$ cat config.mk
export PLATFORM = sky130hd
export DESIGN_NAME = palc_link_controller
export DESIGN_NICKNAME = d
export VERILOG_FILES = /design/src/hdl/palc_pkg.sv /design/src/hdl/palc_link_controller.sv
export VERILOG_INCLUDE_DIRS = /design/src /design/src/hdl
export SDC_FILE = /design/constraint.sdc
export NUM_CORES = 1
export LEC_CHECK = 0
export ABC_AREA = 1
export BUFFER_PORTS_ARGS = -buffer_cell sky130_fd_sc_hd__buf_2
export CAP_MARGIN = 20
export CORE_ASPECT_RATIO = 0.6
export CORE_MARGIN = 2
export CORE_UTILIZATION = 50
export DETAILED_ROUTE_END_ITERATION = 8
export GPL_TIMING_DRIVEN = 0
export HOLD_SLACK_MARGIN = 0.02
export PLACE_DENSITY = 0.65
export SETUP_SLACK_MARGIN = 0.5
export SLEW_MARGIN = 20
export SYNTH_ARGS = -nofsm -noshare
export SYNTH_HDL_FRONTEND = slang
export SYNTH_SLANG_ARGS = --single-unit
$ cat constraint.sdc
create_clock -name clk -period 24.4 [get_ports clk]
set_input_delay 1.22 -clock clk [delete_from_list [all_inputs] [get_ports clk]]
set_output_delay 1.22 -clock clk [all_outputs]
set_load 0.01 [all_outputs]
$ cat src/hdl/palc_params.svh
// constants for the pixel asic link controller
`ifndef PALC_PARAMS_SVH
`define PALC_PARAMS_SVH
`define PALC_CMD_BITS 16
`define PALC_CNT_BITS 5
`define PALC_OP_COUNT 6'h00
`define PALC_OP_ADC 6'h03
`define PALC_OP_TEMP 6'h04
`define PALC_OP_LED 6'h05
`define PALC_OP_LOAD 6'h01
`define PALC_OP_FSR 6'h02
`define PALC_OP_DAC 3'h1
`define PALC_BIT_A 9
`define PALC_BIT_B 8
`define PALC_BIT_LEDB 7
`define PALC_MODE_COUNT 2'h3
`define PALC_MODE_READ 2'h0
`define PALC_MODE_FSR 2'h1
`define PALC_MODE_LOAD 2'h2
`define PALC_LANES 28
`define PALC_FIFO_AW 4
`define PALC_READ_WORDS 65536
`define PALC_WORD_CNT_BITS 17
`endif

$ cat src/hdl/palc_pkg.sv
// types for the pixel asic link controller
package palc_pkg;
   typedef enum logic [1:0] {
      PALC_ST_COUNT = 2'b00,
      PALC_ST_READ = 2'b01,
      PALC_ST_LOAD = 2'b10,
      PALC_ST_FSR = 2'b11
   } palc_state_t;
   typedef enum logic [2:0] {
      PALC_CMD_COUNT = 3'b000,
      PALC_CMD_LOAD = 3'b001,
      PALC_CMD_FSR = 3'b010,
      PALC_CMD_ADC = 3'b011,
      PALC_CMD_TEMP = 3'b100,
      PALC_CMD_LED = 3'b101,
      PALC_CMD_DAC = 3'b110,
      PALC_CMD_NONE = 3'b111
   } palc_cmd_t;
endpackage

$ cat src/hdl/palc_link_controller.sv
// interface board logic between two pixel asics and the host link
`timescale 1ns/10ps
`include "palc_params.svh"
module palc_link_controller
   import palc_pkg::*;
#(
   parameter int READ_WORDS = `PALC_READ_WORDS
) (
   // clock and reset
   input wire logic clk,
   input wire logic rst_b,
   // host link inputs, asynchronous
   input wire logic hkClk,
   input wire logic hkEnable,
   input wire logic hkOutgoingData,
   input wire logic readPulse,
   input wire logic shutter,
   input wire logic countClock,
   input wire logic [1:0] asicIdBit,
   // host link outputs
   output logic hkReturnData,
   output logic [`PALC_LANES-1:0] pixelDataLanes,
   output logic pixelParity,
   output logic pixelSync,
   output logic pixelDdrClock,
   // asic pixel stream, same clock
   input wire logic [`PALC_LANES-1:0] asicPixelPair,
   input wire logic asicPixelValid,
   output logic asicPixelReady,
   // asic control
   output logic [1:0] asicMode,
   output logic [1:0] frameClockHigh,
   output logic [1:0] frameClockLow,
   output logic [1:0] asicInputEnable,
   output logic [1:0] asicDataIn,
   output logic asicShutter,
   output logic countPolarity,
   output logic testPulseEnable,
   // housekeeping side
   output logic [2:0] dacChannel,
   output logic [9:0] dacValue,
   output logic dacWrite,
   output logic [1:0] adcChannel,
   output logic adcRequest,
   output logic tempRequest,
   input wire logic [11:0] adcValue,
   input wire logic [15:0] tempValue,
   output logic ledD2,
   output logic ledD3
);
   localparam int AW = `PALC_FIFO_AW;
   localparam int WB = `PALC_WORD_CNT_BITS;

   typedef struct packed {
      logic [7:0] inA;
      logic [7:0] inB;
      logic [7:0] inC;
      palc_state_t state;
      logic pass;
      logic sel;
      logic [15:0] shift;
      logic [`PALC_CNT_BITS-1:0] bitCnt;
      logic [15:0] ret;
      logic hkRet;
      logic count_polarity;
      logic tp;
      logic ledEn;
      logic ledA;
      logic ledB;
      logic [2:0] dacCh;
      logic [9:0] dacVal;
      logic dacWr;
      logic [1:0] adcCh;
      logic adcReq;
      logic tempReq;
      logic [1:0] mode;
      logic [1:0] fHi;
      logic [1:0] fLo;
      logic [1:0] inEn;
      logic [1:0] dIn;
      logic shut;
      logic [WB-1:0] wordCnt;
      logic first;
      logic [(1<<AW)-1:0][`PALC_LANES+1:0] mem;
      logic [AW:0] wrPtr;
      logic [AW:0] rdPtr;
      logic [`PALC_LANES-1:0] lanes;
      logic par;
      logic sync;
      logic ddr;
   } palc_regs_t;

   palc_regs_t q;
   palc_regs_t next_q;
   logic [1:0] rstSync;
   logic rstInt_b;

   // decode of the command word, used by logic and checks
   function automatic palc_cmd_t cmdKind(input logic [15:0] w);
      palc_cmd_t k;
      k = PALC_CMD_NONE;
      if (w[15:13] == `PALC_OP_DAC) begin
         k = PALC_CMD_DAC;
      end else if (w[15:13] == 3'h0) begin
         case (w[15:10])
            `PALC_OP_COUNT: k = PALC_CMD_COUNT;
            `PALC_OP_LOAD: k = PALC_CMD_LOAD;
            `PALC_OP_FSR: k = PALC_CMD_FSR;
            `PALC_OP_ADC: k = PALC_CMD_ADC;
            `PALC_OP_TEMP: k = PALC_CMD_TEMP;
            `PALC_OP_LED: k = PALC_CMD_LED;
            default: k = PALC_CMD_NONE;
         endcase
      end
      return k;
   endfunction

   // edges of synchronised inputs, taken from stages two and three
   logic sRise;
   logic sFall;
   logic enFall;
   logic readRise;
   logic fifoEmpty;
   logic fifoFull;
   logic push;
   logic pop;
   logic cmdDone;
   assign sRise = q.inB[0] & ~q.inC[0];
   assign sFall = ~q.inB[0] & q.inC[0];
   assign enFall = ~q.inB[1] & q.inC[1];
   assign readRise = q.inB[3] & ~q.inC[3];
   assign fifoEmpty = q.wrPtr == q.rdPtr;
   assign fifoFull = q.wrPtr == {~q.rdPtr[AW], q.rdPtr[AW-1:0]};
   assign cmdDone = enFall & ~q.pass & (q.bitCnt == 5'h10);
   // capture limited to the dump length; ready stalls the asic stream
   assign asicPixelReady = (q.state == PALC_ST_READ) & ~fifoFull
      & (q.wordCnt < WB'(READ_WORDS));
   assign push = asicPixelReady & asicPixelValid;
   assign pop = ~fifoEmpty;

   // reset release through two flops
   always_ff @(posedge clk or negedge rst_b) begin
      if (!rst_b) begin
         rstSync <= 2'h0;
      end else begin
         rstSync <= {rstSync[0], 1'b1};
      end
   end
   assign rstInt_b = rstSync[1];

   always_comb begin
      next_q = q;
      next_q.inA = {asicIdBit, countClock, shutter, readPulse,
         hkOutgoingData, hkEnable, hkClk};
      next_q.inB = q.inA;
      next_q.inC = q.inB;
      next_q.dacWr = 1'b0;
      next_q.adcReq = 1'b0;
      next_q.tempReq = 1'b0;
      // serial receive: shift on rising serial clock while enabled
      if (sRise && q.inB[1] && !q.pass) begin
         next_q.shift = {q.shift[14:0], q.inB[2]};
         if (q.bitCnt != 5'h10) begin
            next_q.bitCnt = q.bitCnt + 5'h01;
         end
      end
      // return data moves on the falling serial clock
      if (sFall && q.inB[1] && q.state != PALC_ST_FSR) begin
         next_q.hkRet = q.ret[15];
         next_q.ret = {q.ret[14:0], 1'b0};
      end
      if (q.state == PALC_ST_FSR) begin
         next_q.hkRet = q.inB[6 + 32'(q.sel)];
      end
      // commands act only on the falling edge of the enable
      if (enFall) begin
         next_q.bitCnt = '0;
         if (q.pass) begin
            next_q.pass = 1'b0;
            next_q.state = PALC_ST_COUNT;
         end
      end
      if (cmdDone) begin
         case (cmdKind(q.shift))
            PALC_CMD_COUNT: begin
               next_q.state = PALC_ST_COUNT;
               next_q.count_polarity = q.shift[`PALC_BIT_A];
               next_q.tp = q.shift[`PALC_BIT_B];
            end
            PALC_CMD_LOAD: begin
               next_q.state = PALC_ST_LOAD;
               next_q.pass = 1'b1;
               next_q.sel = q.shift[`PALC_BIT_A];
            end
            PALC_CMD_FSR: begin
               next_q.state = PALC_ST_FSR;
               next_q.pass = 1'b1;
               next_q.sel = q.shift[`PALC_BIT_A];
            end
            PALC_CMD_ADC: begin
               next_q.adcCh = q.shift[9:8];
               next_q.adcReq = 1'b1;
               // msb stands before the first rising serial clock
               next_q.ret = {3'h0, adcValue, 1'b0};
               next_q.hkRet = 1'b0;
            end
            PALC_CMD_TEMP: begin
               next_q.tempReq = 1'b1;
               next_q.ret = {tempValue[14:0], 1'b0};
               next_q.hkRet = tempValue[15];
            end
            PALC_CMD_LED: begin
               next_q.ledEn = q.shift[`PALC_BIT_A];
               next_q.ledA = q.shift[`PALC_BIT_B];
               next_q.ledB = q.shift[`PALC_BIT_LEDB];
            end
            PALC_CMD_DAC: begin
               next_q.dacCh = q.shift[12:10];
               next_q.dacVal = q.shift[9:0];
               next_q.dacWr = 1'b1;
            end
            default: begin
               next_q.state = q.state;
            end
         endcase
      end
      // readout start and finish
      if (q.state == PALC_ST_COUNT && readRise) begin
         next_q.state = PALC_ST_READ;
         next_q.wordCnt = '0;
         next_q.first = 1'b1;
      end
      if (push) begin
         // sync flags the first word of a dump, parity is even
         next_q.mem[q.wrPtr[AW-1:0]] = {q.first,
            ^asicPixelPair, asicPixelPair};
         next_q.wrPtr = q.wrPtr + 1'b1;
         next_q.wordCnt = q.wordCnt + 1'b1;
         next_q.first = 1'b0;
      end
      if (q.state == PALC_ST_READ && fifoEmpty
            && q.wordCnt == WB'(READ_WORDS)) begin
         next_q.state = PALC_ST_COUNT;
      end
      // drain one word per edge of the data clock
      if (pop) begin
         {next_q.sync, next_q.par, next_q.lanes} =
            q.mem[q.rdPtr[AW-1:0]];
         next_q.rdPtr = q.rdPtr + 1'b1;
         next_q.ddr = ~q.ddr;
      end else begin
         next_q.sync = 1'b0;
      end
      // mode lines and clock routing follow the next state
      next_q.inEn = 2'h0;
      next_q.dIn = 2'h0;
      next_q.shut = 1'b0;
      case (next_q.state)
         PALC_ST_COUNT: begin
            next_q.mode = `PALC_MODE_COUNT;
            next_q.fHi = {2{q.inB[5]}};
            next_q.fLo = {2{q.inB[5]}};
            next_q.shut = q.inB[4];
         end
         PALC_ST_READ: begin
            // high then low in one cycle gives a 100 MHz frame clock
            next_q.mode = `PALC_MODE_READ;
            next_q.fHi = 2'h3;
            next_q.fLo = 2'h0;
         end
         default: begin
            next_q.mode = (next_q.state == PALC_ST_FSR) ?
               `PALC_MODE_FSR : `PALC_MODE_LOAD;
            next_q.fHi = 2'h0;
            next_q.fLo = 2'h0;
            if (next_q.pass) begin
               next_q.fHi[next_q.sel] = q.inB[0];
               next_q.fLo[next_q.sel] = q.inB[0];
               next_q.inEn[next_q.sel] = q.inB[1];
               next_q.dIn[next_q.sel] = q.inB[2];
            end
         end
      endcase
   end

   always_ff @(posedge clk or negedge rstInt_b) begin
      if (!rstInt_b) begin
         q <= '0;
         q.mode <= `PALC_MODE_COUNT;
      end else begin
         q <= next_q;
      end
   end

   // outputs straight from registers
   assign hkReturnData = q.hkRet;
   assign pixelDataLanes = q.lanes;
   assign pixelParity = q.par;
   assign pixelSync = q.sync;
   assign pixelDdrClock = q.ddr;
   assign asicMode = q.mode;
   assign frameClockHigh = q.fHi;
   assign frameClockLow = q.fLo;
   assign asicInputEnable = q.inEn;
   assign asicDataIn = q.dIn;
   assign asicShutter = q.shut;
   assign countPolarity = q.count_polarity;
   assign testPulseEnable = q.tp;
   assign dacChannel = q.dacCh;
   assign dacValue = q.dacVal;
   assign dacWrite = q.dacWr;
   assign adcChannel = q.adcCh;
   assign adcRequest = q.adcReq;
   assign tempRequest = q.tempReq;
   // leds show readout and integration unless commanded
   assign ledD2 = q.ledEn ? q.ledA : (q.state == PALC_ST_READ);
   assign ledD3 = q.ledEn ? q.ledB : q.shut;
endmodule

# --- Word-level counts from Yosys, hierarchy flattened ---
# Index checks and enable logic that the tools add are counted.
totals:
  register_bits: 637
  ram_bits: 0
  romBits: 0
  latch_bits: 0
  input_bits: 67
  output_inout_bits: 66
  elab_cells: 175
  mem_count: 0
op_classes:
  muxes: 42
  n_mul: 0
  n_eq_ne: 22
  n_reduce_logical: 27
  add_sub_neg: 5
  n_shift: 0
  bitwise_logic: 20
  order_cmp: 7
  div: 0
op_table:
  columns: ["op", "n"]
  rows:
  - ["503-bit 2-to-1 mux", 1]
  - ["480-bit bitwise mux", 1]
  - ["30-bit binary-select mux with 4-bit select", 1]
  - ["30-bit demux with 4-bit select", 1]
  - ["30-bit 2-to-1 mux", 2]
  - ["40-bit 2-to-1 mux", 1]
  - ["17-bit one-hot mux with 2 select lines", 1]
  - ["28-bit XOR reduction", 1]
  - ["3-bit 2-to-1 mux", 7]
  - ["18-bit 2-to-1 mux", 1]
  - ["3-bit one-hot mux with 6 select lines", 1]
  - ["17-bit by 1-bit adder with 17-bit output (second input constant)", 1]
  - ["17-bit equality test (second input constant)", 1]
  - ["17-bit < comparator (second input constant)", 1]
  - ["17-bit 2-to-1 mux", 1]
  - ["5-bit by 1-bit adder with 5-bit output (second input constant)", 3]
  - ["5-bit 2-to-1 mux", 3]
  - ["14-bit 2-to-1 mux", 1]
  - ["6-bit by 2-bit equality test with 1-bit output (second input constant)", 2]
  - ["6-bit by 3-bit equality test with 1-bit output (second input constant)", 2]
  - ["6-bit one-hot mux with 2 select lines", 1]
  - ["5-bit equality test", 2]
  - ["4-bit by 5-bit < comparator with 1-bit output (second input constant)", 2]
  - ["2-bit 2-to-1 mux", 5]
  - ["other kinds (32)", 80]

# --- Depth between registers and ports, before layout ---
depth:
  ltp_word: 16
  ltp_mapped: 16

# --- Worst setup path before layout ---
# Ideal clock, no wire load.
synth_path:
  path_kind: "input port to flip-flop"
  from: "input port asicPixelPair[15]"
  to: "register with a tool-made name"
  path_stages: 16
  required_ns: 24.282
  arrival_ns: 2.441
  n_path_buf: 3
  setup_slack_ns: 21.841
  setup_ns: 0.118
  cell_sequence: "buf_2 inv_1 buf_2 nand2_1 nand2_1 nand2_1 nand2_1 inv_1 nand2_1 nand2_1 nand2_1 nand2_1 nand2_2 buf_2 nand3_1 nand2_1"
synth_lines:
  columns: ["element", "line", "source"]
  rows:
  - ["start, declared", "palc_link_controller.sv:27", "input wire logic [`PALC_LANES-1:0] asicPixelPair,"]

# --- Worst setup path in the final report ---
layout_path:
  from: "register q[31] in the netlist's numbering"
  to: "output port asicPixelReady"
layout_between:
  elab_chain_cells: 4
layout_rtl:
  columns: ["element", "line", "source"]
  rows:
  - ["start, declared", "palc_link_controller.sv:93", "palc_regs_t q;"]
  - ["start signal, assigned", "palc_link_controller.sv:291", "q <= next_q;"]
  - ["5-bit equality test", "palc_link_controller.sv:133", "assign fifoFull = q.wrPtr == {~q.rdPtr[AW], q.rdPtr[AW-1:0]};"]
  - ["1-bit NOT", "palc_link_controller.sv:136", "assign asicPixelReady = (q.state == PALC_ST_READ) & ~fifoFull"]
  - ["1-bit bitwise AND", "palc_link_controller.sv:136", null]
  - ["1-bit bitwise AND", "palc_link_controller.sv:137", "& (q.wordCnt < WB'(READ_WORDS));"]
  - ["end, declared", "palc_link_controller.sv:29", "output logic asicPixelReady,"]
# Every way passes these cells.

==> metrics.txt <==
unrepaired setup endpoints after global routing=no; Clk pin slew, worst setup/hold paths=0.06 ns; layout cells sized above 1=0.118; Final Critical Period=3.48 ns; via count=26729; vias per cell=a little under 6; initial antenna violation count=2; detailed-route DRC error count=0; Total Routing Usage GR=0.359; Die ar.=approximately 61000 sq um; CP startpoint kind=register; Root Driver=clkbuf_16; chip width=318 microns; CP startpoint=q[31]; Non-Filler Instances=4595; wire per inst=23.9 microns; CTS max path bufs=3; die height=slightly below 200 microns; fin area=33600 sq um; synthesized flop and latch total=636; WL final=approximately 110000 microns; Req. time, crit path=23.18 ns; TritonCTS clock tree=yes; ANT nets after route=0; ys flop type=dfrtp_1; ys async rst share=1.00; Setup CP Type=reg -> out; Arr. time, crit path=2.26 ns; Leak=16.0 nW; dpl hpwl=81400 microns; I/O Buffers=106; cell area after synthesis=29600 sq um; final core utilization=0.570; postcts setup bufs=0; Synth warnings=0; DRT Pass-1 Iters=6; Core Rows=between 60 and 70; Top Ports=about 130; VDD IR max=0.0000791 V; endpoints failing setup=0; gp weighted congestion=1.04; Hold-fix buffers, CTS=0; syn_area_per_cell=8.26 sq um; CTS Buf Count=59; HP Class=in -> async; CTS Sinks=636; Cell variety after synth=45; status=complete, no violations; largest net degree at the start of global routing=just under 60; CORE AREA=58900 sq um; placed cell areas=31500 sq um; fin crit share=0.143; Max Cap Viol=0; pwr dens=138 nW/um^2; Final nets=3843; EDFF count, synth=0; Least-Margin Pin Slew=1.28 ns; Initial Util=0.503; sequential element share of the synthesized area=0.537; syn nets=3663; Syn-to-layout area delta=13.4%; Resize count post-CTS=0; worst r2r src=q[31]; relative slew slack=0.147; final hold slack=approximately 0.35 ns; Achievable Freq=288 MHz; number of global-route vias before repair=~24000; CP max FO=7; placed insts=4485; Final Hold Fails=0; first-pass GRT wire length=between 150000 and 200000 microns; H-tree levels=2; GRT overflow=0; Mapped Cells=between 3000 and 4000; Pins Over Slew Limit=0; clk_skew=0.0231 ns; Iteration-0 DRC Markers=~4100; Skew-Pair Late Insertion Delay=between 0.6 and 0.7 ns; CP Capture Type=output pin
==> where the power goes <==
group	switching [mW]	internal [mW]	leakage [nW]	total [mW]
registers	0.219	1.48	7.94	1.70
logic	1.34	0.553	6.99	1.90
clock network	0.432	0.594	1.06	1.03
==> per-layer routing <==
metal	share of wire	vias to the layer above	global-route usage
met2	0.35	1704	0.426
li1	-	11955	-
met3	0.18	166	0.198
met1	0.45	12902	0.548
met4	0.022	2	0.0771
met5	0.00056	-	0
==> synthesized netlist by cell type, types with 2 or more instances <==
cell type,n,area [sq um]
a21oi_1,104,521
a32oi_1,2,17.5
a41oi_1,16,140
buf_1,10,37.5
buf_2,86,430
buf_4,74,556
buf_6,11,124
clkbuf_1,124,465
clkbuf_2,12,60.1
clkinv_1,3,11.3
dfrtp_1,634,15900
dfstp_2,2,52.6
ha_1,11,138
inv_1,260,976
inv_2,11,41.3
nand2_1,919,3450
nand2_2,11,68.8
nand3_1,110,551
nand3_4,2,35.0
nand3b_1,4,30.0
nand4_1,14,87.6
nand4_4,3,63.8
nor2_1,241,905
nor2_2,7,43.8
nor2_4,3,33.8
nor3_1,11,55.1
o211ai_1,61,458
o21ai_0,731,3660
o21ai_1,27,135
o21ai_2,5,43.8
o22ai_1,35,219
o31ai_1,3,22.5
xnor2_1,6,52.6
xor2_1,21,184
==> layout make-up <==
cell class                      instances  area, sq um
Inverter                              274         1030
Clock inverter                         21          309
Tap cell                              781          977
Antenna cell                            1         2.50
Sequential cell                       636        15900
Timing Repair Buffer                  119          858
Fill cell                            5477        25300
Multi-Input combinational cell       2358        11000
Clock buffer                           88         1810
Buffer                                317         1670
==> stage by stage <==
stage | total power, mW | setup TNS (ns) | worst slack [ns]
2_1_floorplan | 2.75 | 0 | 5.36
3_3_place_gp | 3.45 | -1299.64 | -2.15
3_5_place_dp | 3.47 | 0 | 20.96
4_1_cts | 4.50 | 0 | 20.96
5_1_grt | 4.84 | 0 | 20.85
6_report | 4.62 | 0 | 20.92
==> cell usage in the layout (no fill, tap or decap), types with 61 or more instances in the layout <==
cell / instances
a21oi_1: 104
clkbuf_1: 133
nand3_1: 110
nand2_1: 919
clkbuf_16: 61
buf_2: 192
dfrtp_1: 633
o21ai_0: 731
inv_1: 260
nor2_1: 241
o211ai_1: 61
buf_4: 74
==> cells by family after synthesis <==
kind of cell	share of synthesized area
flip-flops	0.537
AO/OA/AOI/OAI	0.177
buffers and inverters	0.0912
adder cells (fa/ha/maj)	0.00465
other	0.000127
AND/OR/NAND/NOR	0.181
XOR/XNOR	0.00799
multiplexers	0.000380
==> critical path, stage by stage, from the launching register on <==
cell     delay, ns
dfrtp_1       0.36
buf_2         0.43
xor2_1        0.15
nor2_2        0.21
nand3_4       0.19
nand2_1       0.10
inv_1         0.04
buf_2         0.13
==> path summary, 6_finish.rpt <==
kind,end,slack (ns),cells past startpoint
max reg2reg,pixelSync,21.03,7
max,asicPixelReady,20.92,7
min in group clk,next_q[617],0.35,0
min,rstSync[1],0.35,1
min reg2reg,next_q[617],0.35,0
max in group asynchronous,asynchronous set/reset pin,22.69,3
No activity file was read; power rests on OpenSTA's default activity.
